### config.mk
export PLATFORM = sky130hd
export DESIGN_NAME = cct_timer
export DESIGN_NICKNAME = d
export VERILOG_FILES = /design/src/design/cct_pkg.sv /design/src/design/cct_timer.sv
export SDC_FILE = /design/constraint.sdc
export NUM_CORES = 1
export LEC_CHECK = 0
export ABC_AREA = 1
export BUFFER_PORTS_ARGS = -buffer_cell sky130_fd_sc_hd__buf_4
export CAP_MARGIN = 20
export CORE_MARGIN = 5
export CORE_UTILIZATION = 37
export CTS_BUF_LIST = sky130_fd_sc_hd__clkbuf_8 sky130_fd_sc_hd__clkbuf_16
export DETAILED_ROUTE_END_ITERATION = 7
export PLACE_DENSITY = 0.59
export RECOVER_POWER = 50
export SLEW_MARGIN = 25
export SYNTH_ARGS = -nofsm -noshare
export SYNTH_HDL_FRONTEND = slang
export SYNTH_SLANG_ARGS = --single-unit
### constraint.sdc
create_clock -name aclk -period 1.5 [get_ports aclk]
set_input_delay 0.225 -clock aclk [delete_from_list [all_inputs] [get_ports aclk]]
set_output_delay 0.225 -clock aclk [all_outputs]
set_load 0.05 [all_outputs]
### src/design/cct_pkg.sv
/*
 Package of the capture/compare timer control block: register offsets,
 field positions, reset values and bus carrier types.
 Assumes a 32-bit AXI4-Lite register bus and one 200 MHz clock.
*/
package cct_pkg;
   // Register byte offsets
   localparam logic [4:0] OFF_CMP_A   = 5'h08;
   localparam logic [4:0] OFF_CMP_B   = 5'h0C;
   localparam logic [4:0] OFF_COUNT   = 5'h10;
   localparam logic [4:0] OFF_MODE    = 5'h14;
   localparam logic [4:0] OFF_IRQPS   = 5'h18;
   localparam logic [4:0] OFF_STATUS  = 5'h1C;
   // Reset values, counter top and pulse measure restart value
   localparam logic [15:0] CMP_RST    = 16'h8000;
   localparam logic [15:0] CNT_RST    = 16'hFFFC;
   localparam logic [15:0] CTL_RST    = 16'h0000;
   localparam logic [15:0] CNT_MAX    = 16'hFFFF;
   localparam logic [15:0] CNT_ZERO   = 16'h0000;
   // Mode control bit positions
   localparam int B_EN    = 15;
   localparam int B_PULSE_MEASURE_MODE  = 14;
   localparam int B_FRCB  = 11;
   localparam int B_FRCA  = 10;
   localparam int B_LVLB  = 9;
   localparam int B_LVLA  = 8;
   localparam int B_PENB  = 7;
   localparam int B_PENA  = 6;
   localparam int B_OPM   = 5;
   localparam int B_PWM   = 4;
   localparam int B_EDGB  = 3;
   localparam int B_EDGA  = 2;
   localparam int B_EXT_CLOCK_EDGE_SEL = 1;
   localparam int B_EXSEL = 0;
   // Interrupt enable / status bit positions
   localparam int B_CAPA  = 15;
   localparam int B_CMPA  = 14;
   localparam int B_OVF   = 13;
   localparam int B_CAPB  = 12;
   localparam int B_CMPB  = 11;
   localparam logic [15:0] MODE_WMASK = 16'hCFFF;
   localparam logic [15:0] IRQ_WMASK  = 16'hF8FF;
   localparam logic [15:0] FLAG_MASK  = 16'hF800;
   // AXI4-Lite responses
   localparam logic [1:0] RESP_OKAY   = 2'b00;
   localparam logic [1:0] RESP_SLVERR = 2'b10;

   // Write request carrier
   typedef struct packed {
      logic [31:0] addr;
      logic [31:0] data;
      logic [3:0]  strb;
   } cct_wreq_type;

   // Register set
   typedef struct packed {
      logic [15:0] cmp_a;
      logic [15:0] cmp_b;
      logic [15:0] mode;
      logic [15:0] irqps;
      logic [15:0] flags;
   } cct_regs_type;
endpackage

### src/design/cct_timer.sv
/*
 Capture/compare timer control block with an AXI4-Lite register slave.
 Assumes capture and external clock pins are asynchronous to aclk and
 that software accesses registers as full 16-bit quantities.
*/
module cct_timer (
   // Clock and reset
   input  wire logic        aclk,
   input  wire logic        aresetn,
   // AXI4-Lite write address
   input  wire logic [31:0] s_axi_awaddr,
   input  wire logic        s_axi_awvalid,
   output logic             s_axi_awready,
   // AXI4-Lite write data
   input  wire logic [31:0] s_axi_wdata,
   input  wire logic [3:0]  s_axi_wstrb,
   input  wire logic        s_axi_wvalid,
   output logic             s_axi_wready,
   // AXI4-Lite write response
   output logic [1:0]       s_axi_bresp,
   output logic             s_axi_bvalid,
   input  wire logic        s_axi_bready,
   // AXI4-Lite read
   input  wire logic [31:0] s_axi_araddr,
   input  wire logic        s_axi_arvalid,
   output logic             s_axi_arready,
   output logic [31:0]      s_axi_rdata,
   output logic [1:0]       s_axi_rresp,
   output logic             s_axi_rvalid,
   input  wire logic        s_axi_rready,
   // Timer pins
   input  wire logic        capture_in_a,
   input  wire logic        capture_in_b,
   input  wire logic        external_tick_in,
   output logic             compare_out_a,
   output logic             compare_out_a_oe,
   output logic             compare_out_b,
   output logic             compare_out_b_oe,
   output logic             timer_irq
);
   // Whole state of the block
   typedef struct packed {
      cct_pkg::cct_regs_type regs;
      logic [15:0] count;
      logic [15:0] cap_a;
      logic [15:0] cap_b;
      logic [7:0]  presc;
      logic [2:0]  sync1;
      logic [2:0]  sync2;
      logic [2:0]  prev;
      logic        pulse_measure_mode_first;
      logic        aw_hold;
      logic        w_hold;
      cct_pkg::cct_wreq_type wreq;
      logic        bvalid;
      logic [1:0]  bresp;
      logic        rvalid;
      logic [31:0] rdata;
      logic [1:0]  rresp;
      logic        pin_a;
      logic        pin_b;
      logic        irq;
   } cct_state_type;

   cct_state_type s_q;
   cct_state_type s_d;

   // Read decode of the register map
   function automatic logic [31:0] cct_read(input cct_state_type s,
                                           input logic [4:0] off,
                                           output logic ok);
      logic [15:0] v;
      v  = 16'h0000;
      ok = 1'b1;
      unique case (off)
         5'h00:                v = s.cap_a;
         5'h04:                v = s.cap_b;
         cct_pkg::OFF_CMP_A:   v = s.regs.cmp_a;
         cct_pkg::OFF_CMP_B:   v = s.regs.cmp_b;
         cct_pkg::OFF_COUNT:   v = s.count;
         cct_pkg::OFF_MODE:    v = s.regs.mode;
         cct_pkg::OFF_IRQPS:   v = s.regs.irqps;
         cct_pkg::OFF_STATUS:  v = s.regs.flags;
         default:              ok = 1'b0;
      endcase
      return {16'h0000, v};
   endfunction

   // Timer, bus slave and pin logic
   always_comb begin
      logic        tick;
      logic        ext_edge;
      logic        cap_a_ev;
      logic        cap_b_ev;
      logic        match_a;
      logic        match_b;
      logic        single_pulse_mode;
      logic        pwm;
      logic        cnt_wr;
      logic        do_wr;
      logic        ok;
      logic [15:0] wv;
      logic [15:0] set_f;
      logic [15:0] m;
      s_d      = s_q;
      m        = s_q.regs.mode;
      set_f    = 16'h0000;
      cnt_wr   = 1'b0;
      ok       = 1'b0;
      wv       = s_q.wreq.data[15:0];
      // Pin synchronisers: second stage is the only reader of the first
      s_d.sync1 = {external_tick_in, capture_in_b, capture_in_a};
      s_d.sync2 = s_q.sync1;
      s_d.prev  = s_q.sync2;
      ext_edge = m[cct_pkg::B_EXT_CLOCK_EDGE_SEL] ?
                 (s_q.sync2[2] & ~s_q.prev[2]) :
                 (~s_q.sync2[2] & s_q.prev[2]);
      cap_a_ev = m[cct_pkg::B_EDGA] ?
                 (s_q.sync2[0] & ~s_q.prev[0]) :
                 (~s_q.sync2[0] & s_q.prev[0]);
      cap_b_ev = m[cct_pkg::B_EDGB] ?
                 (s_q.sync2[1] & ~s_q.prev[1]) :
                 (~s_q.sync2[1] & s_q.prev[1]);
      // Mode priority when both pulse modes are set
      single_pulse_mode = m[cct_pkg::B_OPM] & (~m[cct_pkg::B_PWM] | m[cct_pkg::B_FRCA]);
      pwm = m[cct_pkg::B_PWM] & ~single_pulse_mode;
      // Prescaler: one tick every N+1 bus clocks
      tick = 1'b0;
      if (m[cct_pkg::B_EN]) begin
         if (s_q.presc == s_q.regs.irqps[7:0]) begin
            s_d.presc = 8'h00;
            tick      = ~m[cct_pkg::B_EXSEL];
         end else begin
            s_d.presc = s_q.presc + 8'h01;
         end
         if (m[cct_pkg::B_EXSEL])
            tick = ext_edge;
      end else begin
         s_d.presc = 8'h00;
      end
      match_a = tick & (s_q.count == s_q.regs.cmp_a);
      match_b = tick & (s_q.count == s_q.regs.cmp_b);
      // Counter advance and wrap
      if (tick) begin
         s_d.count = s_q.count + 16'h0001;
         if (s_q.count == cct_pkg::CNT_MAX)
            set_f[cct_pkg::B_OVF] = 1'b1;
      end
      if (pwm && match_b)
         s_d.count = cct_pkg::CNT_RST;
      // Captures and the pulse measure restart
      if (cap_a_ev) begin
         s_d.cap_a = s_q.count;
         if (m[cct_pkg::B_PULSE_MEASURE_MODE]) begin
            s_d.count      = cct_pkg::CNT_ZERO;
            s_d.pulse_measure_mode_first = 1'b0;
            set_f[cct_pkg::B_CAPA] = ~s_q.pulse_measure_mode_first;
         end else begin
            set_f[cct_pkg::B_CAPA] = 1'b1;
         end
         if (single_pulse_mode) begin
            s_d.count = cct_pkg::CNT_RST;
            s_d.pin_a = m[cct_pkg::B_LVLB];
         end
      end
      if (!m[cct_pkg::B_PULSE_MEASURE_MODE])
         s_d.pulse_measure_mode_first = 1'b1;
      if (cap_b_ev) begin
         s_d.cap_b = s_q.count;
         set_f[cct_pkg::B_CAPB] = 1'b1;
      end
      // Compare outcomes on the pins and flags
      set_f[cct_pkg::B_CMPB] = match_b;
      set_f[cct_pkg::B_CMPA] = match_a & ~pwm & ~single_pulse_mode;
      if (match_a)
         s_d.pin_a = m[cct_pkg::B_LVLA];
      if (pwm && match_b)
         s_d.pin_a = m[cct_pkg::B_LVLB];
      if (match_b)
         s_d.pin_b = m[cct_pkg::B_LVLB];
      // AXI write: address and data taken in either order
      if (s_q.aw_hold == 1'b0 && s_axi_awvalid) begin
         s_d.aw_hold   = 1'b1;
         s_d.wreq.addr = s_axi_awaddr;
      end
      if (s_q.w_hold == 1'b0 && s_axi_wvalid) begin
         s_d.w_hold    = 1'b1;
         s_d.wreq.data = s_axi_wdata;
         s_d.wreq.strb = s_axi_wstrb;
      end
      do_wr = s_q.aw_hold & s_q.w_hold & ~s_q.bvalid;
      if (do_wr) begin
         s_d.aw_hold = 1'b0;
         s_d.w_hold  = 1'b0;
         s_d.bvalid  = 1'b1;
         s_d.bresp   = cct_pkg::RESP_OKAY;
         // Half-word writes need both low lanes
         if (s_q.wreq.strb[1:0] != 2'b11) begin
         end else begin
            unique case (s_q.wreq.addr[4:0])
               cct_pkg::OFF_CMP_A: s_d.regs.cmp_a = wv;
               cct_pkg::OFF_CMP_B: s_d.regs.cmp_b = wv;
               cct_pkg::OFF_COUNT: cnt_wr = 1'b1;
               cct_pkg::OFF_MODE: begin
                  s_d.regs.mode = wv & cct_pkg::MODE_WMASK;
                  if (wv[cct_pkg::B_FRCA])
                     s_d.pin_a = wv[cct_pkg::B_LVLA];
                  if (wv[cct_pkg::B_FRCB])
                     s_d.pin_b = wv[cct_pkg::B_LVLB];
               end
               cct_pkg::OFF_IRQPS:
                  s_d.regs.irqps = wv & cct_pkg::IRQ_WMASK;
               cct_pkg::OFF_STATUS:
                  // Zero clears a flag; new events below still win
                  s_d.regs.flags = s_q.regs.flags & wv;
               5'h00, 5'h04: ;
               default: s_d.bresp = cct_pkg::RESP_SLVERR;
            endcase
         end
         if (s_q.wreq.addr[31:5] != 27'h0)
            s_d.bresp = cct_pkg::RESP_SLVERR;
      end
      if (cnt_wr) begin
         s_d.count = cct_pkg::CNT_RST;
         s_d.presc = 8'h00;
      end
      s_d.regs.flags = (s_d.regs.flags | set_f) & cct_pkg::FLAG_MASK;
      if (s_q.bvalid && s_axi_bready)
         s_d.bvalid = 1'b0;
      // AXI read: one outstanding, answer next cycle
      if (s_axi_arvalid && !s_q.rvalid) begin
         s_d.rvalid = 1'b1;
         s_d.rdata  = cct_read(s_q, s_axi_araddr[4:0], ok);
         if (!ok || s_axi_araddr[31:5] != 27'h0) begin
            s_d.rresp = cct_pkg::RESP_SLVERR;
            s_d.rdata = 32'h0000_0000;
         end else begin
            s_d.rresp = cct_pkg::RESP_OKAY;
         end
      end else if (s_q.rvalid && s_axi_rready) begin
         s_d.rvalid = 1'b0;
      end
      // Interrupt request from flags and enables
      s_d.irq = |(s_d.regs.flags & s_d.regs.irqps
                  & cct_pkg::FLAG_MASK);
   end

   // Registered state
   always_ff @(posedge aclk) begin
      if (!aresetn) begin
         s_q            <= '0;
         s_q.regs.cmp_a <= cct_pkg::CMP_RST;
         s_q.regs.cmp_b <= cct_pkg::CMP_RST;
         s_q.count      <= cct_pkg::CNT_RST;
         s_q.regs.mode  <= cct_pkg::CTL_RST;
         // Sync chains clear to the idle low pin level: no false edge
         s_q.pulse_measure_mode_first <= 1'b1;
      end else begin
         s_q <= s_d;
      end
   end

   // Outputs straight from flip-flops
   assign s_axi_awready    = ~s_q.aw_hold;
   assign s_axi_wready     = ~s_q.w_hold;
   assign s_axi_bvalid     = s_q.bvalid;
   assign s_axi_bresp      = s_q.bresp;
   assign s_axi_arready    = ~s_q.rvalid;
   assign s_axi_rvalid     = s_q.rvalid;
   assign s_axi_rdata      = s_q.rdata;
   assign s_axi_rresp      = s_q.rresp;
   assign compare_out_a    = s_q.pin_a;
   assign compare_out_b    = s_q.pin_b;
   assign compare_out_a_oe = s_q.regs.mode[cct_pkg::B_PENA];
   assign compare_out_b_oe = s_q.regs.mode[cct_pkg::B_PENB];
   assign timer_irq        = s_q.irq;
endmodule

==> qor.yml, run 1 <==
endpoint_of_the_worst_register_to_register_path: "s_q[175]"
crit_path_max_fanout: 5
total_grt_usage: 0.219
tritoncts_clock_tree: "built"
timing.critical_path.to_type: "flip-flop"
timing.critical_path.from_type: "flip-flop"
initial_core_util: 0.375
ant_nets: 0
synth_flop_cell: "dfxtp_1"
post_layout_nonfiller_instances: 1944
clock_sink_count: 205
grt_antenna_before_repair: 0
netlist_top_cells_area: "dfxtp_1 44%, nand2_1 9.2%, o21ai_0 7.6%"
synth_top_cells_by_count: "232 x nand2_1, 205 x dfxtp_1, 156 x nor2_1"
detail_route.vias_per_cell: 5.00
vias_in_the_first_global_route: 9318
synth.most_common_cell: "nand2_1"
finalHoldViolCount: 1
min_path_type: "in -> reg"
die_x_um: 170
clkLatencyLatePin_ns: 0.52
timing.max_cap.violations: 0
number_of_enable_type_register_cells_in_the_synthesized_netlist: 0
final.setup.tns_ns: -7.52
power_density_mw_per_mm2: 925
gr_overflow_total: 0
drc: 0
synth_sequential_area_ratio: 0.436
dp_cells: 1832
worst-r2r-cell-count: 13
post_route_cells_drive_above_1_share: 0.305
cts_made_buffers: 23
max-vdd-ir-drop_mv: 0.690
yosys_register_bits: 205
clock_path_buffers: 3
wire_length_of_the_first_global_routing_pass_mm: 50.3
postLayoutCoreUtil: 0.544
hold-path-cell-count: 3
count_of_buffers_from_port_buffering: 119
synth_area_per_cell_um2: 7.31
timing.critical_path.required_ns: 1.96
violations: "hold timing, setup timing"
syn-instance-count: 1288
h_tree_levels: 1
source_of_the_worst_hold_timing_path: "s_axi_awaddr[4]"
post-synth-top-area-fraction: 0.436
finalCritPeriodShare: 1.15
critical_path.max_stage_delay_ns: 0.34
layout.area.seq_mm2: 0.00415
worst_case_hold_slack_ns: -0.00166
rsz0062_at_grt: "true"
overall_die_area_mm2: 0.0287
worstHoldEndpoint: "s_q[81]"
yosysWarningCount: 0
floorplan.io_pins: 156
hpwl_mm: 23.5
netlist-cell-type-count: 45
drt-pass1-iter-count: 6
nets: 1711
clk_root_buffer_cell: "clkbuf_16"
placement_rows: 58
finalSetupViolCount: 63
design.core.area_mm2: 0.0251
critical-path-slowest-cell: "dfxtp_2"
power.leakage_nw: 6.11
cp_data_arrival_time_ns: 2.17
fmax_ghz: 0.582
async_flop_share: 0
wl_mm: 33.4
outcome: "complete, but fails checks"
drt_iter0_drc: 742
fin_ws_ns: -0.218
n_fill_cell: 2353
die_height_um: 170
criticalPathCategory: "reg -> reg"
route.detailed.wl_per_inst_um: 17.2
grt_start_max_net_pins: 83
flop2flop_setup_slack_ns: -0.22
yosysTopAreaCell: "dfxtp_1"
crit_path_cell_trace: "buf_6 > inv_4 > nand2_2 > nand2_2 > nand2_1 > nor2_1 > nand2_1 > nor2_4 > nand4_4 > nand2_8 > inv_8 > nand3_2 > and2b_1"
synthToLayoutAreaGrowth_pct: 45.0
slew_viol_final: 0
diodes: 0
finalWeightedCongestion: 0.931
fin_crit_ns: 1.72
via_count: 9720
r2r_start: "s_q[164]"
synth.cell_area_mm2: 0.00942
multi_input_comb_area_mm2: 0.00471
placement.setup.worst_slack_ns: -0.409
timing.clock.skew_ns: 0.0121
path_clk_slew_ns: 0.06
per-layer routing:
layer / global-route usage / share of wire / vias up
met3: 0.0431 / 0.071 / 89
met5: 0 / 0 / -
met4: 0.0816 / 0.042 / 0
met1: 0.286 / 0.42 / 4466
met2: 0.362 / 0.46 / 361
li1: - / - / 4804
state kept, by name, summed over array words and instances, names as in the netlist:
name,flops
s_axi_bresp,1
compare_out_b,1
s_axi_rvalid,1
compare_out_b_oe,1
s_q,174
s_axi_rresp,1
s_axi_bvalid,1
compare_out_a,1
compare_out_a_oe,1
s_d,6
timer_irq,1
s_axi_rdata,16
layout by cell type, fill, tap and decap left out, types with 7 or more instances in the layout:
master and instances:
o21ai_0 110, conb_1 18, o21ai_1 17, a211oi_1 12, nor2_4 9, buf_12 9
nor4_1 10, nand2_1 221, nand2_2 11, a21oi_1 118, inv_1 111, dlygate4sd3_1 42
inv_2 10, o21ai_2 17, clkbuf_2 18, dfxtp_1 179, o22ai_1 15, nor2_1 144
clkbuf_16 26, nor2_2 10, a31oi_1 7, dfxtp_2 22, xor2_1 10, a21oi_2 9
nand3_1 31, buf_6 23, nor3_1 7, buf_4 259, clkbuf_4 7, xnor2_1 31
worst max-delay path: cells and delay by family, from the launching register on:
family                 cells  cell delay (ns)
AND/OR/NAND/NOR           10             1.07
flip-flops                 1             0.34
buffers and inverters      3             0.24
cell families (layout without fill, tap and decap cells):
| kind of cell | Yosys count | after routing | synth area share |
|---|---|---|---|
| xor+xnor | 42 | 42 | 0.0391 |
| other cells | 1 | 18 | 0.000398 |
| buf+inv | 225 | 533 | 0.112 |
| fa+ha+maj | 2 | 2 | 0.00266 |
| simple gates | 478 | 479 | 0.218 |
| flops | 205 | 205 | 0.436 |
| compound gates | 335 | 335 | 0.193 |
worst max path at each step:
stage | depth (start not counted) | slack [ns] | from | end
4_1_cts | 12 | -0.16 | s_q[164] | s_q[165]
3_3_place_gp | 11 | -0.35 | s_axi_araddr[3] | s_axi_rdata[12]
6_report | 13 | -0.22 | s_q[164] | s_q[175]
2_1_floorplan | 10 | -0.03 | s_axi_bvalid | timer_irq
3_5_place_dp | 11 | -0.41 | s_axi_araddr[3] | s_axi_rdata[12]
5_1_grt | 12 | -0.30 | s_q[161] | timer_irq
where the power goes:
part	total (mW)	leakage (nW)	switching, mW	internal (mW)
registers	5.70	1.67	0.0953	5.61
clock network	5.78	0.399	2.29	3.49
logic	1.15	4.04	0.685	0.461
total	12.6	6.11	3.07	9.56
per-stage QoR:
step	power [mW]	area (um2)
4_1_cts	12.7	13400
6_report	12.6	13700
2_1_floorplan	6.40	9510
5_1_grt	13.0	13700
3_5_place_dp	6.83	11700
3_3_place_gp	6.82	11700
cell type report:
| type | count | share of cell area |
|---|---|---|
| multi-input combinational | 876 | 0.345 |
| sequential | 205 | 0.304 |
| timing repair buffer | 366 | 0.227 |
| clock buffer | 27 | 0.0462 |
| inverter | 126 | 0.0377 |
| tap | 330 | 0.0302 |
| clock inverter | 13 | 0.0102 |
| timing repair inverter | 1 | 0.000458 |
timing repair:
item | CTS | global route
resized for setup | 113 | 87
pin swaps | 20 | 18
hold buffers | 42 | 0
endpoints found under the setup margin | 65 | 101
buffers inserted | 14 | 10
endpoints found under the hold margin | 42 | 0
gates cloned | 6 | 3
Note: power is estimated with default switching activity, not from simulation.
==> inputs of run 2 (changes only) <==
- SETUP_SLACK_MARGIN: default -> 0.2
==> run 2 against run 1 <==
Global-route usage grew 0.53 points. The flow finishes with violations (setup timing). Worst hold slack gained 0.0037 ns. Total power grew 1.3%. Maximum frequency shrank 0.64%. Clock skew grew 0.010 ns. Sequential power is essentially flat. Wire length grew 2.6%. Critical path type unchanged. Largest power group unchanged. Via count grew 2.4%. Combinational power grew 10%. Sequential share of layout area shrank 1.6 points.
==> qor.yml, run 2 (same netlist as run 1, synthesis figures left out) <==
violations: "setup timing"
power.leakage_nw: 6.33
clkPwrFrac: 0.455
power_density_mw_per_mm2: 881
endpoint_of_the_worst_register_to_register_path: "s_q[175]"
finalWeightedCongestion: 0.937
design.core.area_mm2: 0.0251
r2r_start: "s_q[161]"
max-vdd-ir-drop_mv: 0.993
slew_viol_final: 0
crit_path_max_fanout: 5
power.share.switching: 0.248
drc: 0
detail_route.vias_per_cell: 5.04
timing.critical_path.to_type: "flip-flop"
criticalPathCategory: "reg -> reg"
timing.slew.headroom: 0.635
h_tree_levels: 1
nets: 1740
largest_reg_flops: 174
worst_pin_slew_ns: 0.547
fin_crit_ns: 1.73
finalSetupViolCount: 70
endpoint: "s_q[175]"
timing.max_cap.violations: 0
post_layout_nonfiller_instances: 1973
finalHoldViolCount: 0
total_grt_usage: 0.225
tritoncts_clock_tree: "built"
timing.critical_path.required_ns: 1.96
overall_die_area_mm2: 0.0287
crit_path_cell_trace: "buf_6 > xnor2_2 > nand2_1 > nor2_1 > nand2_1 > nor2_4 > nand4_4 > nand2_4 > inv_6 > nand3_2 > and2b_1"
dp_cells: 1843
worst-r2r-cell-count: 11
internal_power_mw: 9.63
finalCritPeriodShare: 1.15
critical-path-slowest-cell: "dfxtp_2"
flop2flop_setup_slack_ns: -0.23
clock_path_buffers: 3
clkLatencyLatePin_ns: 0.53
initial_core_util: 0.375
drt_iter0_drc: 728
clk_root_buffer_cell: "clkbuf_16"
fmax_ghz: 0.578
power.share.combinational: 0.099
diodes: 0
clock_sink_count: 205
min_path_type: "in -> reg"
vias_in_the_first_global_route: 9738
max_flop_register: "s_q"
via_count: 9950
route.detailed.wl_per_inst_um: 17.4
timing.critical_path.mode_cell: "nand2_1"
path_clk_slew_ns: 0.06
fin_ws_ns: -0.229
cp_data_arrival_time_ns: 2.19
hpwl_mm: 23.0
grtUsageMet2: 0.377
drt-pass1-iter-count: 5
critPathLaunch: "s_q[161]"
critical_path.max_stage_delay_ns: 0.34
placement_rows: 58
die_x_um: 170
ant_nets: 0
rsz0062_at_grt: "true"
wire_length_of_the_first_global_routing_pass_mm: 51.6
grt.met1_usage: 0.293
cts_made_buffers: 23
count_of_buffers_from_port_buffering: 119
outcome: "complete, but fails checks"
grt.met3_usage: 0.0340
placement.cell_area_mm2: 0.0119
placement.setup.worst_slack_ns: -0.250
cell_area_after_layout_mm2: 0.0145
power_frac_seq: 0.446
switchingPower_mw: 3.18
grt_antenna_before_repair: 1
post_route_cells_drive_above_1_share: 0.353
floorplan.io_pins: 156
synthToLayoutAreaGrowth_pct: 54.3
grt_start_max_net_pins: 64
source_of_the_worst_hold_timing_path: "s_axi_awaddr[3]"
timing.clock.skew_ns: 0.0225
timing.critical_path.from_type: "flip-flop"
global_route.peak_usage_layer: "met2"
die_height_um: 170
gr_overflow_total: 0
layout.cells.most_common_list: "255 x buf_4, 216 x nand2_1, 160 x dfxtp_1, 144 x nor2_1, 116 x a21oi_1"
wl_mm: 34.3
layout_commonest_cell: "buf_4"
run 2: stage by stage:
step / util / total power, mW / hold slack [ns] / setup TNS [ns]
detailed placement: 0.472 / 6.86 / 0.397 / -6.46
global placement: 0.472 / 6.85 / 0.394 / -5.71
CTS: 0.557 / 12.8 / 0.0117 / -4.24
global route: 0.579 / 13.2 / 0.0112 / -12.93
finish: 0.579 / 12.8 / 0.00202 / -6.70
floorplan: - / 6.41 / 0.314 / -0.0254
run 2: metal layers:
layer | vias to the layer above | wire, um
met2 | 355 | 16300
li1 | 4863 | -
met1 | 4645 | 14300
met3 | 85 | 2310
met4 | 2 | 1340
met5 | - | 56
run 2: power by group through the flow:
stage / combinational [mW] / sequential, mW / clock (mW)
after floorplan: 0.603 / 5.81 / 0
after CTS: 1.23 / 5.71 / 5.90
final: 1.27 / 5.71 / 5.83
after global routing: 1.37 / 5.72 / 6.13
after detailed placement: 1.04 / 5.82 / 0
after global placement: 1.03 / 5.81 / 0
run 2: worst min path at each step:
stage               cells after the start  slack, ns            to
floorplan                               1       0.31  s_axi_bvalid
global placement                        2       0.39      s_d[114]
detailed placement                      2       0.40      s_d[114]
CTS                                     3       0.01       s_q[55]
global route                            3       0.01       s_q[80]
finish                                  3      0.002       s_q[80]
run 2: final cells by class:
cell class,instances,area (um2)
sequential,205,4180
timing repair buffer,392,3590
tap,330,413
clock buffer,30,672
multi-input combinational,878,5030
inverter,126,524
clock inverter,10,114
timing repair inverter,2,10.0
fill,2234,10600
run 2: worst max-delay path, delay by kind of cell (launching register included):
| family | cells | cell delay (ns) |
|---|---|---|
| simple gates | 8 | 0.97 |
| xor+xnor | 1 | 0.16 |
| buf+inv | 2 | 0.19 |
| flops | 1 | 0.34 |
run 2: what timing repair did:
| action | CTS | global route |
|---|---|---|
| hold endpoints to repair | 47 | 0 |
| hold buffers | 47 | 0 |
| setup buffers | 17 | 13 |
| cloned | 11 | 2 |
| pin swaps | 32 | 33 |
| endpoints found under the setup margin | 129 | 184 |
| gates resized for setup | 194 | 127 |
==> inputs of run 3 (changes only) <==
- CTS_BUF_LIST: sky130_fd_sc_hd__clkbuf_8 sky130_fd_sc_hd__clkbuf_16 -> sky130_fd_sc_hd__clkbuf_8
==> run 3 against run 2 <==
The run still ends with setup timing left. Critical path type unchanged. Global-route usage down 0.061 points. Design area rose by 2.1%. Flip-flop and latch count stayed put. Total power fell by 1.9%. Register-to-register slack is essentially flat. Via count increased by 1.1%. Maximum frequency is 0.42% lower. Clock-buffer cell count increased by 18. Combinational power grew 3%. Wire length hardly changed. Worst hold slack about the same. Final cell count up 1.9%.
==> qor.yml, run 3 (same netlist as run 1, synthesis figures left out) <==
power.leakage_nw: 6.52
clock_sink_count: 205
placement.setup.worst_slack_ns: -0.250
wl_mm: 34.3
finalSetupViolCount: 76
largest_reg_flops: 174
rsz0062_at_grt: "true"
route.detailed.wl_per_inst_um: 17.1
crit_path_max_fanout: 7
drt-met1-wl_mm: 14.6
final.setup.tns_ns: -11.73
layout_commonest_cell: "buf_4"
drt-pass1-iter-count: 5
placement_rows: 58
fin_ws_ns: -0.237
gr_overflow_total: 0
outcome: "complete, but fails checks"
timing.critical_path.to_type: "flip-flop"
n_fill_cell: 2182
violations: "setup timing"
die_x_um: 170
clock_path_buffers: 3
design.core.area_mm2: 0.0251
top_layer_used: "met5"
power_density_mw_per_mm2: 846
floorplan.io_pins: 156
total_grt_usage: 0.224
count_of_buffers_from_port_buffering: 119
timing.slew.headroom: 0.615
diodes: 0
slew_viol_final: 0
synthToLayoutAreaGrowth_pct: 57.6
wire_length_of_the_first_global_routing_pass_mm: 51.6
max-vdd-ir-drop_mv: 0.809
post_route_cells_drive_above_1_share: 0.382
max_flop_register: "s_q"
vias_in_the_first_global_route: 9786
grt_start_max_net_pins: 64
clk_root_buffer_cell: "clkbuf_8"
initial_core_util: 0.375
met3_wirelength_mm: 2.35
drt_iter0_drc: 745
detail_route.vias_per_cell: 5.00
fmax_ghz: 0.576
postLayoutCoreUtil: 0.591
die_height_um: 170
overall_die_area_mm2: 0.0287
timing.max_cap.violations: 0
layout.cells.most_common_list: "259 x buf_4, 214 x nand2_1, 146 x dfxtp_1, 140 x nor2_1, 113 x a21oi_1"
ant_nets: 0
hpwl_mm: 23.0
min_path_type: "in -> reg"
criticalPathCategory: "reg -> reg"
path_clk_slew_ns: 0.06
worst_pin_slew_ns: 0.571
tritoncts_clock_tree: "built"
grt_antenna_before_repair: 1
via_count: 10100
clkLatencyLatePin_ns: 0.54
finalWeightedCongestion: 0.937
timing.critical_path.required_ns: 1.95
fin_crit_ns: 1.74
timing.clock.skew_ns: 0.0221
wl_met2_mm: 16.1
drc: 0
timing.critical_path.from_type: "flip-flop"
finalHoldViolCount: 0
cp_data_arrival_time_ns: 2.19
h_tree_levels: 2
cts_made_buffers: 38
report.power.total_mw: 12.6
nets: 1767
finalCritPeriodShare: 1.16
run 3: through the flow:
| stage | hold WS (ns) | std cells | area, um2 |
|---|---|---|---|
| floorplan | 0.314 | 1305 | 9670 |
| global placement | 0.394 | 1843 | 11900 |
| detailed placement | 0.397 | 1843 | 11900 |
| CTS | 0.00996 | 1984 | 14100 |
| global route | 0.0166 | 2010 | 14800 |
| finish | 0.00154 | 2010 | 14800 |
run 3: critical path, stage by stage (launching register included):
cell     delay [ns]
dfxtp_2        0.35
inv_4          0.04
nor2_4         0.11
nand2_4        0.07
nor2_8         0.20
buf_4          0.15
nand2_2        0.04
o21ai_2        0.13
inv_2          0.08
nand2_4        0.08
inv_2          0.06
nand2_4        0.12
inv_6          0.06
a31oi_1        0.14
run 3: final cells by class:
cell class | count | area (um2) | area share
Timing Repair inverter | 2 | 12.5 | 0.000843
Clock buffer | 48 | 661 | 0.0445
Sequential cell | 205 | 4200 | 0.283
Inverter | 126 | 524 | 0.0353
Clock inverter | 17 | 110 | 0.00742
Timing Repair Buffer | 406 | 3830 | 0.258
Multi-Input combinational cell | 876 | 5100 | 0.343
Tap cell | 330 | 413 | 0.0278
run 3: what timing repair did:
item | in CTS | in global routing
hold buffers | 54 | 0
endpoints found under the setup margin | 145 | 178
setup buffers | 16 | 22
hold endpoints to repair | 54 | 0
cloned | 6 | 4
pin swaps | 26 | 46
gates resized for setup | 215 | 152
run 3: layer usage:
metal / vias to the layer above / track usage
li1: 4926 / -
met1: 4625 / 0.292
met2: 404 / 0.374
met3: 102 / 0.0356
met4: 2 / 0.0868
met5: - / 0
run 3: where the power goes:
part	total (mW)	internal [mW]	switching, mW
Sequential	5.71	5.60	0.108
Combinational	1.31	0.575	0.740
Clock	5.53	3.06	2.47
Total	12.6	9.24	3.32
run 3: worst paths after layout:
kind                                 startpoint       end  slack (ns)  cells past startpoint
worst max-delay path                   s_q[109]  s_q[176]       -0.24                     13
worst min-delay path            s_axi_wdata[13]   s_q[58]       0.002                      3
worst max register to register         s_q[109]  s_q[176]       -0.24                     13
worst min register to register         s_d[117]  s_d[114]        0.40                      2
